<file path="src/hdl/cmsp_pkg.sv">
package cmsp_pkg;

    // mode encodings {c,b,a}
    typedef enum logic [2:0]
    {
        CMSP_SPECIAL_SINGLE = 3'h0,
        CMSP_EMUL_NARROW = 3'h1,
        CMSP_SPECIAL_TEST = 3'h2,
        CMSP_EMUL_WIDE = 3'h3,
        CMSP_NORMAL_SINGLE = 3'h4,
        CMSP_NORMAL_NARROW = 3'h5,
        CMSP_PERIPHERAL = 3'h6,
        CMSP_NORMAL_WIDE = 3'h7
    } cmsp_mode_e;

    typedef enum logic [1:0]
    {
        CMSP_PWR_RUN = 2'h0,
        CMSP_PWR_WAIT = 2'h1,
        CMSP_PWR_PSTOP = 2'h2,
        CMSP_PWR_STOP = 2'h3
    } cmsp_pwr_e;

    typedef enum logic [1:0]
    {
        CMSP_VER_IDLE = 2'h0,
        CMSP_VER_RUN = 2'h1,
        CMSP_VER_PASS = 2'h2,
        CMSP_VER_FAIL = 2'h3
    } cmsp_ver_e;

    // register byte offsets
    localparam logic [7:0] CMSP_OFS_MODE = 8'h00;
    localparam logic [7:0] CMSP_OFS_MISC = 8'h04;
    localparam logic [7:0] CMSP_OFS_STATUS = 8'h08;
    localparam logic [7:0] CMSP_OFS_POWER = 8'h0C;
    localparam logic [7:0] CMSP_OFS_DEBUG = 8'h10;

    // field positions
    localparam int CMSP_MISC_VIS = 0;
    localparam int CMSP_ST_SECURE = 0;
    localparam int CMSP_ST_BDG_ACT = 1;
    localparam int CMSP_ST_BDG_BLK = 2;
    localparam int CMSP_ST_OSC_SEL = 3;
    localparam int CMSP_ST_VER_LO = 4;
    localparam int CMSP_ST_UNLOCK = 6;
    localparam int CMSP_ST_MODE_LO = 8;
    localparam int CMSP_PW_STOP = 0;
    localparam int CMSP_PW_WAIT = 1;
    localparam int CMSP_PW_PSEUDO = 2;
    localparam int CMSP_PW_KEEP_PI = 3;
    localparam int CMSP_PW_KEEP_WD = 4;
    localparam int CMSP_PW_STATE_LO = 8;

    localparam logic [1:0] CMSP_HTRANS_NONSEQ = 2'h2;
    localparam logic [2:0] CMSP_HSIZE_WORD = 3'h2;

    // erase-check walk over the flash words
    localparam int CMSP_FLASH_AW = 8;
    localparam logic [CMSP_FLASH_AW-1:0] CMSP_FLASH_LAST = 8'hFF;
    localparam logic [15:0] CMSP_ERASED_WORD = 16'hFFFF;

    typedef struct packed
    {
        logic [7:0] addr;
        logic write;
        logic sel;
    } cmsp_req_s;

    typedef struct packed
    {
        logic map_flash;
        logic osc_colpitts;
        logic bdg_active;
        logic bdg_blocked;
        logic unlock_ok;
    } cmsp_cfg_s;

    typedef struct packed
    {
        logic clk_halt;
        logic osc_run;
        logic pi_run;
        logic wd_run;
        logic periph_run;
        logic cpu_hold;
    } cmsp_pwr_s;

endpackage

</file>
<file path="src/hdl/cmsp_top.sv">
// Function
// mode pins captured into mode bits at reset release; bits show mode
// flash-visible bit derived at reset release from rom control pin via mode table
// flash mapped only while flash-visible bit is 1
// 000: special single-chip, debug active at once, visible forced 1
// 001: emulation narrow, visible is inverse of rom control pin
// 010: special test wide, visible forced 0
// 011: emulation wide, visible is inverse of rom control pin
// 100: normal single-chip, visible forced 1
// 101: normal narrow, visible equals rom control pin
// board must never strap 110 peripheral mode
// 111: normal wide, visible equals rom control pin
// other modes: debug permitted, inactive until host serial command
// oscillator select pin 1 picks colpitts, 0 pierce or external
// software may write mode bits only along restricted transitions
// secured normal single-chip: unchanged except debug blocked; code also ignores MISC flash-visible writes while secured
// secured expanded reset: flash disabled, debug blocked, external run allowed
// secured state taken from non-volatile bits, persists over resets
// reset before security bits reprogrammed secures device again
// special single-chip reset runs erase check; unlock only after it passes
// full stop halts all clocks and oscillator; wake by reset or interrupt
// pseudo stop keeps oscillator, optional periodic and watchdog units
// wait stops cpu and holds buses; peripherals active
//
// Added by the designer: the AHB-Lite register port and the address map.
`timescale 1ns/1ps
`default_nettype none

module cmsp_top
(
    input wire logic clk_sys,
    input wire logic nrst,
    input wire logic clk_en,
    input wire logic mode_select_c,
    input wire logic mode_select_b,
    input wire logic mode_select_a,
    input wire logic rom_control_pin,
    input wire logic oscillator_select_pin,
    input wire logic sec_bits_secure,
    input wire logic bdg_cmd_activate,
    input wire logic stop_instr,
    input wire logic wait_instruction,
    input wire logic ext_irq,
    output logic [cmsp_pkg::CMSP_FLASH_AW-1:0] flash_rd_addr,
    input wire logic [15:0] flash_rd_data,
    input wire logic hsel,
    input wire logic [31:0] haddr,
    input wire logic [1:0] htrans,
    input wire logic hwrite,
    input wire logic [2:0] hsize,
    input wire logic [31:0] hwdata,
    input wire logic hready,
    output logic [31:0] hrdata,
    output logic hreadyout,
    output logic hresp,
    output cmsp_pkg::cmsp_cfg_s cfg_out,
    output cmsp_pkg::cmsp_pwr_s pwr_out
);
    import cmsp_pkg::*;

    // three-stage sync of the strap pins
    logic [4:0] pin_s1_ff, pin_s2_ff, pin_s3_ff;
    logic boot_ff;
    logic [2:0] mode_ff;
    logic vis_ff;
    logic osc_ff;
    logic secure_ff;
    logic bdg_act_ff;
    logic [CMSP_FLASH_AW-1:0] ver_addr_ff;
    cmsp_ver_e ver_ff;
    cmsp_pwr_e pwr_ff;
    logic keep_pi_ff, keep_wd_ff, pseudo_ff;
    cmsp_req_s req_ff;
    logic [31:0] rdata_ff;

    logic [2:0] pin_mode;
    logic pin_rom;
    logic nxt_vis;
    logic expanded;

    assign pin_mode = pin_s3_ff[4:2];
    assign pin_rom = pin_s3_ff[1];

    always_ff @(posedge clk_sys or negedge nrst)
    begin
        if (!nrst)
        begin
            pin_s1_ff <= 5'h00;
            pin_s2_ff <= 5'h00;
            pin_s3_ff <= 5'h00;
        end
        else if (clk_en)
        begin
            pin_s1_ff <= {mode_select_c, mode_select_b, mode_select_a, rom_control_pin, oscillator_select_pin};
            pin_s2_ff <= pin_s1_ff;
            pin_s3_ff <= pin_s2_ff;
        end
    end

    // mode table for flash visibility
    always_comb
    begin
        case (cmsp_mode_e'(pin_mode))
            CMSP_SPECIAL_SINGLE: nxt_vis = 1'b1;
            CMSP_EMUL_NARROW: nxt_vis = ~pin_rom;
            CMSP_SPECIAL_TEST: nxt_vis = 1'b0;
            CMSP_EMUL_WIDE: nxt_vis = ~pin_rom;
            CMSP_NORMAL_SINGLE: nxt_vis = 1'b1;
            CMSP_NORMAL_NARROW: nxt_vis = pin_rom;
            CMSP_PERIPHERAL: nxt_vis = 1'b1;
            CMSP_NORMAL_WIDE: nxt_vis = pin_rom;
            default: nxt_vis = 1'b1;
        endcase
    end

    assign expanded = (mode_ff != CMSP_SPECIAL_SINGLE) && (mode_ff != CMSP_NORMAL_SINGLE);

    // bus write decode
    logic wr_go;
    logic [2:0] nxt_mode;
    logic mode_ok;
    assign wr_go = req_ff.sel && req_ff.write;
    assign nxt_mode = hwdata[2:0];

    // permitted switches: special single-chip to any but peripheral,
    // normal single-chip to a normal expanded mode, narrow to wide
    always_comb
    begin
        mode_ok = 1'b0;
        if (nxt_mode == mode_ff)
            mode_ok = 1'b1;
        else if (nxt_mode == CMSP_PERIPHERAL)
            mode_ok = 1'b0;
        else if (mode_ff == CMSP_SPECIAL_SINGLE)
            mode_ok = 1'b1;
        else if (mode_ff == CMSP_NORMAL_SINGLE)
            mode_ok = (nxt_mode == CMSP_NORMAL_NARROW) || (nxt_mode == CMSP_NORMAL_WIDE);
        else if (mode_ff == CMSP_NORMAL_NARROW)
            mode_ok = (nxt_mode == CMSP_NORMAL_WIDE);
        else if (mode_ff == CMSP_EMUL_NARROW)
            mode_ok = (nxt_mode == CMSP_EMUL_WIDE);
    end

    // boot capture one cycle after sync has filled
    logic [1:0] boot_cnt_ff;
    always_ff @(posedge clk_sys or negedge nrst)
    begin
        if (!nrst)
        begin
            boot_cnt_ff <= 2'h0;
            boot_ff <= 1'b0;
        end
        else if (clk_en)
        begin
            if (boot_cnt_ff != 2'h3)
                boot_cnt_ff <= boot_cnt_ff + 2'h1;
            boot_ff <= (boot_cnt_ff == 2'h2);
        end
    end

    always_ff @(posedge clk_sys or negedge nrst)
    begin
        if (!nrst)
        begin
            mode_ff <= 3'h0;
            vis_ff <= 1'b0;
            osc_ff <= 1'b0;
            secure_ff <= 1'b1;
        end
        else if (clk_en)
        begin
            if (boot_ff)
            begin
                mode_ff <= pin_mode;
                vis_ff <= nxt_vis;
                osc_ff <= pin_s3_ff[0];
                secure_ff <= sec_bits_secure;
            end
            else if (wr_go && req_ff.addr == CMSP_OFS_MODE && mode_ok)
                mode_ff <= nxt_mode;
            else if (wr_go && req_ff.addr == CMSP_OFS_MISC && !secure_ff)
                vis_ff <= hwdata[CMSP_MISC_VIS];
        end
    end

    // erase check of the flash after reset into special single-chip
    always_ff @(posedge clk_sys or negedge nrst)
    begin
        if (!nrst)
        begin
            ver_ff <= CMSP_VER_IDLE;
            ver_addr_ff <= '0;
        end
        else if (clk_en)
        begin
            case (ver_ff)
                CMSP_VER_IDLE:
                begin
                    if (boot_ff && pin_mode == CMSP_SPECIAL_SINGLE)
                        ver_ff <= CMSP_VER_RUN;
                    ver_addr_ff <= '0;
                end
                CMSP_VER_RUN:
                begin
                    if (flash_rd_data != CMSP_ERASED_WORD)
                        ver_ff <= CMSP_VER_FAIL;
                    else if (ver_addr_ff == CMSP_FLASH_LAST)
                        ver_ff <= CMSP_VER_PASS;
                    else
                        ver_addr_ff <= ver_addr_ff + 8'h01;
                end
                CMSP_VER_PASS: ver_ff <= CMSP_VER_PASS;
                CMSP_VER_FAIL: ver_ff <= CMSP_VER_FAIL;
                default: ver_ff <= CMSP_VER_IDLE;
            endcase
        end
    end
    assign flash_rd_addr = ver_addr_ff;

    // debug activation
    always_ff @(posedge clk_sys or negedge nrst)
    begin
        if (!nrst)
            bdg_act_ff <= 1'b0;
        else if (clk_en)
        begin
            if (boot_ff)
                bdg_act_ff <= (pin_mode == CMSP_SPECIAL_SINGLE);
            else if (bdg_cmd_activate)
                bdg_act_ff <= 1'b1;
        end
    end

    // power modes
    always_ff @(posedge clk_sys or negedge nrst)
    begin
        if (!nrst)
        begin
            pwr_ff <= CMSP_PWR_RUN;
            keep_pi_ff <= 1'b0;
            keep_wd_ff <= 1'b0;
            pseudo_ff <= 1'b0;
        end
        else if (clk_en)
        begin
            if (wr_go && req_ff.addr == CMSP_OFS_POWER)
            begin
                pseudo_ff <= hwdata[CMSP_PW_PSEUDO];
                keep_pi_ff <= hwdata[CMSP_PW_KEEP_PI];
                keep_wd_ff <= hwdata[CMSP_PW_KEEP_WD];
            end
            case (pwr_ff)
                CMSP_PWR_RUN:
                begin
                    if (stop_instr)
                        pwr_ff <= pseudo_ff ? CMSP_PWR_PSTOP : CMSP_PWR_STOP;
                    else if (wait_instruction)
                        pwr_ff <= CMSP_PWR_WAIT;
                end
                CMSP_PWR_WAIT: if (ext_irq) pwr_ff <= CMSP_PWR_RUN;
                CMSP_PWR_PSTOP: if (ext_irq) pwr_ff <= CMSP_PWR_RUN;
                CMSP_PWR_STOP: if (ext_irq) pwr_ff <= CMSP_PWR_RUN;
                default: pwr_ff <= CMSP_PWR_RUN;
            endcase
        end
    end

    // configuration outputs
    always_comb
    begin
        cfg_out.map_flash = vis_ff && !(secure_ff && expanded);
        cfg_out.osc_colpitts = osc_ff;
        cfg_out.bdg_blocked = secure_ff;
        cfg_out.bdg_active = bdg_act_ff && !secure_ff;
        cfg_out.unlock_ok = (ver_ff == CMSP_VER_PASS);
        pwr_out.clk_halt = (pwr_ff == CMSP_PWR_STOP);
        pwr_out.osc_run = (pwr_ff != CMSP_PWR_STOP);
        pwr_out.pi_run = (pwr_ff == CMSP_PWR_RUN) || (pwr_ff == CMSP_PWR_WAIT) ||
                         (pwr_ff == CMSP_PWR_PSTOP && keep_pi_ff);
        pwr_out.wd_run = (pwr_ff == CMSP_PWR_RUN) || (pwr_ff == CMSP_PWR_WAIT) ||
                         (pwr_ff == CMSP_PWR_PSTOP && keep_wd_ff);
        pwr_out.periph_run = (pwr_ff == CMSP_PWR_RUN) || (pwr_ff == CMSP_PWR_WAIT);
        pwr_out.cpu_hold = (pwr_ff != CMSP_PWR_RUN);
    end

    // ahb-lite slave: zero wait states, always okay
    assign hreadyout = 1'b1;
    assign hresp = 1'b0;

    always_ff @(posedge clk_sys or negedge nrst)
    begin
        if (!nrst)
            req_ff <= '0;
        else if (clk_en && hready)
        begin
            req_ff.sel <= hsel && (htrans == CMSP_HTRANS_NONSEQ) && (hsize == CMSP_HSIZE_WORD);
            req_ff.write <= hwrite;
            req_ff.addr <= haddr[7:0];
        end
    end

    // read data registered from the address phase
    logic [31:0] nxt_rdata;
    always_comb
    begin
        nxt_rdata = 32'h0000_0000;
        case (haddr[7:0])
            CMSP_OFS_MODE: nxt_rdata[2:0] = mode_ff;
            CMSP_OFS_MISC: nxt_rdata[CMSP_MISC_VIS] = vis_ff;
            CMSP_OFS_STATUS:
            begin
                nxt_rdata[CMSP_ST_SECURE] = secure_ff;
                nxt_rdata[CMSP_ST_BDG_ACT] = cfg_out.bdg_active;
                nxt_rdata[CMSP_ST_BDG_BLK] = secure_ff;
                nxt_rdata[CMSP_ST_OSC_SEL] = osc_ff;
                nxt_rdata[CMSP_ST_VER_LO +: 2] = ver_ff;
                nxt_rdata[CMSP_ST_UNLOCK] = cfg_out.unlock_ok;
                nxt_rdata[CMSP_ST_MODE_LO +: 3] = mode_ff;
            end
            CMSP_OFS_POWER:
            begin
                nxt_rdata[CMSP_PW_PSEUDO] = pseudo_ff;
                nxt_rdata[CMSP_PW_KEEP_PI] = keep_pi_ff;
                nxt_rdata[CMSP_PW_KEEP_WD] = keep_wd_ff;
                nxt_rdata[CMSP_PW_STATE_LO +: 2] = pwr_ff;
            end
            default: nxt_rdata = 32'h0000_0000;
        endcase
    end

    always_ff @(posedge clk_sys or negedge nrst)
    begin
        if (!nrst)
            rdata_ff <= 32'h0000_0000;
        else if (clk_en && hready && hsel && !hwrite)
            rdata_ff <= nxt_rdata;
    end
    assign hrdata = rdata_ff;
endmodule // cmsp_top

`default_nettype wire

</file>
<file path="config.mk">
export PLATFORM = sky130hd
export DESIGN_NAME = cmsp_top
export DESIGN_NICKNAME = d
export VERILOG_FILES = /design/src/hdl/cmsp_pkg.sv /design/src/hdl/cmsp_top.sv
export SDC_FILE = /design/constraint.sdc
export NUM_CORES = 1
export LEC_CHECK = 0
export BUFFER_PORTS_ARGS = -buffer_cell sky130_fd_sc_hd__buf_4
export CORE_UTILIZATION = 47
export CTS_BUF_LIST = sky130_fd_sc_hd__clkbuf_8
export DETAILED_ROUTE_END_ITERATION = 12
export PLACE_DENSITY = 0.83
export SLEW_MARGIN = 10
export SYNTH_ARGS = -nofsm -noshare
export SYNTH_HDL_FRONTEND = slang
export SYNTH_SLANG_ARGS = --single-unit
</file>
<file path="constraint.sdc">
create_clock -name clk_sys -period 2.2 [get_ports clk_sys]
set_input_delay 0.22 -clock clk_sys [delete_from_list [all_inputs] [get_ports clk_sys]]
set_output_delay 0.22 -clock clk_sys [all_outputs]
set_load 0.02 [all_outputs]
</file>
Yosys cells after proc, flatten, opt, wreduce, memory -nomap -nowiden
Index checks and enable logic that the tools add are counted.
{ "word_totals": {"reg_bits": 60, "output_inout_bits": 53, "in_bits": 101} }
{ "op_classes": {"n_bitwise": 1, "n_mux": 33, "n_reduce_logical": 50, "n_addsub": 2, "n_eq_ne": 41} }
{ "op_table": {"columns": ["cell", "count"], "rows": [
  ["$eq A3 B3 Y1 const B", 9],
  ["$eq A8 B4 Y1 const B", 3],
  ["$logic_and A1 B1 Y1", 18],
  ["$eq A8 B3 Y1 const B", 2],
  ["$logic_not A8 Y1", 2],
  ["$mux W8", 2],
  ["$ne A16 B16 Y1 const B", 1],
  ["$pmux W8 S2", 1],
  ["$mux W2", 7],
  ["$mux W1", 13],
  ["$eq A2 B2 Y1 const B", 6],
  ["$eq A3 B2 Y1 const B", 4],
  ["$ne A2 B2 Y1 const B", 6],
  ["$pmux W2 S2", 3],
  ["$reduce_and A2 Y1", 5],
  ["$reduce_bool A2 Y1", 5],
  ["$ne A3 B3 Y1 const B", 3],
  ["$reduce_and A3 Y1", 3],
  ["$add A8 B1 Y8 const B", 1],
  ["$eq A8 B8 Y1 const B", 1],
  ["$pmux W2 S4", 1],
  ["$eq A3 B1 Y1 const B", 2],
  ["$logic_not A3 Y1", 2],
  ["$mux W3", 2],
  ["other kinds (15)", 25]
]} }

Logic depth before layout (Yosys ltp)
{ "depth": {"word_depth": 10, "depth_mapped": 6, "ltp_nobuf": 6} }

Least setup slack after synthesis
OpenSTA, ideal clock, no wires.
{ "synth_path": {"kind": "reg-to-reg", "startpoint": "reg ver_addr_ff[0] (netlist: flash_rd_addr[0])", "endpoint": "reg ver_addr_ff[5] (netlist: flash_rd_addr[5])", "arrival_time_ns": 1.705, "path_buffers": 0, "stages_incl_launch_ff": 7, "setup_slack_ns": 0.417, "t_required_ns": 2.122, "setup_time_ns": 0.078, "path_cell_list": "dfrtp_1 > ha_1 > and3_1 > nand3_1 > nand4_2 > or3_1 > a21oi_1"} }
{ "synth_between": {"elab_chain_len": 4, "elab_cells_between_ends": 7, "classes_between": "add/sub (1); eq/ne (2); mux (3); reduce/logical (1)"} }
{ "synth_lines": {"columns": ["element", "line_no", "text"], "rows": [
  ["start, declared", "cmsp_top.sv:69", "logic [CMSP_FLASH_AW-1:0] ver_addr_ff;"],
  ["start signal, assigned", "cmsp_top.sv:210", "ver_addr_ff <= ver_addr_ff + 8'h01;"],
  ["$add A8 B1 Y8", "cmsp_top.sv:210", null],
  ["$mux W8", "cmsp_top.sv:207", "else if (ver_addr_ff == CMSP_FLASH_LAST)"],
  ["$mux W8", "cmsp_top.sv:205", "if (flash_rd_data != CMSP_ERASED_WORD)"],
  ["$pmux W8 S2", "cmsp_top.sv:196", "case (ver_ff)"]
]} }
Several ways; a longest one is shown, not always the timed one. The select of a mux whose other input is x is not followed.
A chain may end at the register's enable or synchronous reset.

Final worst setup path
{ "layout_path": {"startpoint": "reg ver_addr_ff[0] (netlist: flash_rd_addr[0])", "endpoint": "reg ver_addr_ff[7] (netlist: flash_rd_addr[7])"} }
Same word-level chain as after synthesis.

==> impl_metrics.yaml <==
routing:
  drc: 0
  first_pass_iters: 4
  vias_per_cell: 5.37
  wl_per_cell_um: 14.7
  postRouteAntennaNets: 0
  drt_iter0_drc: 114
  num_vias: 2352
  wirelength_um: 6440
job:
  cap_violations: 0
global_routing:
  grt_overflow_total: 0
  met2_usage: 0.353
  antenna_found_initial: 0
  grtUsageMet1: 0.239
  met3_usage: 0.0692
  grt-busiest-layer: "met2"
  grt_pass1_wl_um: 10200
  grt_max_degree: 61
  grt_pass1_vias: 2221
  track_usage: 0.209
sta:
  rsz0062_at_grt: "no"
  fin_setup_tns_ns: 0
  skew_ns: 0.00537
  maxSlewHeadroom: 0.505
  period_needed_ns: 1.88
  slew_viol_final: 0
  worst_pin_slew_ns: 0.743
  min_period_over_period: 0.855
  hold_viol: 0
  setup_viol: 0
  fmax_ghz: 0.532
finish:
  antennaDiodeCount: 0
  ff_latch_area_um2: 1500
  multi_input_area_um2: 1330
  finalNetCount: 462
  stdcell_area_um2: 3770
  drive_gt1_frac: 0.366
  nFillCells: 505
  synthToLayoutAreaGrowth_pct: 24.5
clocking:
  postCtsSetupBuffers: 0
  clock-sinks: 60
  cts.repair.resized: 0
  cts-root-buf: "clkbuf_8"
  cts_tree: "yes"
  clk_latency_ns: 0.34
  h-tree-depth: 3
  numCtsBuffers: 9
  clk_path_buf_depth: 2
  clkTransAtPathRegs_ns: 0.07
  postCtsHoldBufs: 1
power:
  seqPwrFrac: 0.456
  p_int_w: 0.00224
  power.share.switching: 0.324
  p_clk_frac: 0.279
  p_total_w: 0.00332
  power_density_nw_per_um2: 881
  peakVddDrop_v: 0.000739
  p_sw_w: 0.00107
  combinationalPowerShare: 0.266
  p_leak_nw: 1.84
synthesis:
  synthFlopType: "dfrtp_1"
  synth.avg_cell_area_um2: 10.9
  yosysSeqAreaShare: 0.497
  netlist_instances: 278
  synth_edf_count: 0
  synth_area_um2: 3020
  async_flop_share: 1.00
  synth-seq-cells: 60
  synth_warnings: 0
  synth_cell_types: 48
floorplanning:
  dieWidth_um: 82.2
  io_pins: 154
  initial_core_util: 0.499
  fp-row-count: 28
  die-area_um2: 6760
  die_y_um: 82.2
  core_um2: 6060
worst_setup_path:
  regToRegStartpoint: "flash_rd_addr[0]$_DFFE_PN0P_"
  critPathMaxFanout: 6
  cp-startpoint: "flash_rd_addr[0]$_DFFE_PN0P_"
  arrival_ns: 2.15
  cp-end-kind: "flip-flop"
  crit_chain: "ha_1 > and3_1 > nand3_1 > nand4_2 > or3_1 > a21oi_1"
  critPathRequiredTime_ns: 2.47
  critPathKind: "flip-flop to flip-flop"
  max_stage_delay_ns: 0.43
  slowest_stage: "dfrtp_1"
  critPathLaunchType: "flip-flop"
worst_hold_path:
  worstHoldStart: "mode_select_c"
  hold_class: "input port to flip-flop"
placed_design:
  placed_area_um2: 3570
  place_congestion: 0.856
  dp_hpwl_um: 4900
  portBuffers: 78
run_status:
  outcome: "complete, no violations"
path summary, 6_finish.rpt:
kind,slack (ns),cells after the start,endpoint
setup / recovery,0.32,6,flash_rd_addr[7]$_DFFE_PN0P_
hold / removal,0.11,2,pin_s1_ff[4]$_DFFE_PN0P_
setup reg to reg,0.32,6,flash_rd_addr[7]$_DFFE_PN0P_
hold reg to reg,0.48,2,hrdata[2]$_DFFE_PN0P_
max in group asynchronous,1.22,2,hrdata[4]$_DFFE_PN0P_
min in group asynchronous,0.49,2,pin_s1_ff[3]$_DFFE_PN0P_
Yosys cell counts, drive strengths merged (5+ instances only):
cell,instances,area [um2]
dfrtp,59,1480
mux2,33,372
buf,27,203
nand2,26,97.6
o21ai,20,100
inv,13,48.8
nor2,10,37.5
nand4,8,62.6
clkbuf,7,26.3
nand3,6,30.0
mux2i,5,50.1
through the flow:
step                hold slack, ns  cells  setup WS, ns   util
global route                0.0948    438         0.195  0.621
CTS                         0.0971    438         0.332  0.621
detailed placement           0.330    421         0.327  0.589
finish                       0.113    438         0.319  0.621
global placement             0.331    421         0.402  0.589
floorplan                  -0.0756    300         0.417      -
per-layer routing:
metal	vias to the layer above	wire length (um)	part of all wire
met3	21	357	0.055
met1	1142	2700	0.42
met2	90	3190	0.50
met5	-	0	0
met4	0	191	0.030
li1	1099	-	-
logic make-up after synthesis:
kind of cell / after synthesis / share of synthesized area
buffers and inverters: 47 / 0.0919
other: 2 / 0.00248
DFF: 60 / 0.497
adders and majority gates: 3 / 0.0124
and+or+nand+nor: 78 / 0.143
muxes: 38 / 0.139
AOI/OAI and AO/OA: 45 / 0.0993
xor gates and xnor gates: 5 / 0.0145
registers in the layout, indices dropped and copies added (netlist names), 2 cells and up:
signal and cells:
pwr_ff 2, ver_ff 2, pin_s1_ff 5, req_ff 10, pin_s2_ff 5, pin_s3_ff 5
flash_rd_addr 8, hrdata 10, boot_cnt_ff 2, mode_ff 3
final cells by class:
type,count,area share
timing repair buffer,81,0.162
clock inverter,7,0.0159
inverter,13,0.0130
clock buffer,9,0.0329
sequential,60,0.399
multi-input combinational,193,0.352
tap,75,0.0249
layout by cell type (no fill, tap or decap), drive strengths merged, types with 4 or more instances in the layout:
master	n
a22o	4
and2	4
and3	4
buf	80
clkbuf	9
conb	24
dfrtp	59
inv	15
mux2	33
mux2i	5
nand2	26
nand3	6
nand4	8
nor2	10
nor4	4
o21ai	20
xor2	4
power by group through the flow:
stage	registers, W	clock network [W]	logic, W
after floorplan	0.00144	0	0.000641
after global placement	0.00151	0	0.000854
after detailed placement	0.00152	0	0.000884
after CTS	0.00151	0.000941	0.000890
after global routing	0.00154	0.000992	0.000974
final	0.00151	0.000925	0.000881
critical path, delay by kind of cell (launching register included):
kind	cells	cell delay, ns
and+or+nand+nor	4	0.99
DFF	1	0.43
adders and majority gates	1	0.23
AOI/OAI and AO/OA	1	0.15
No activity file was read; power rests on OpenSTA's default activity.
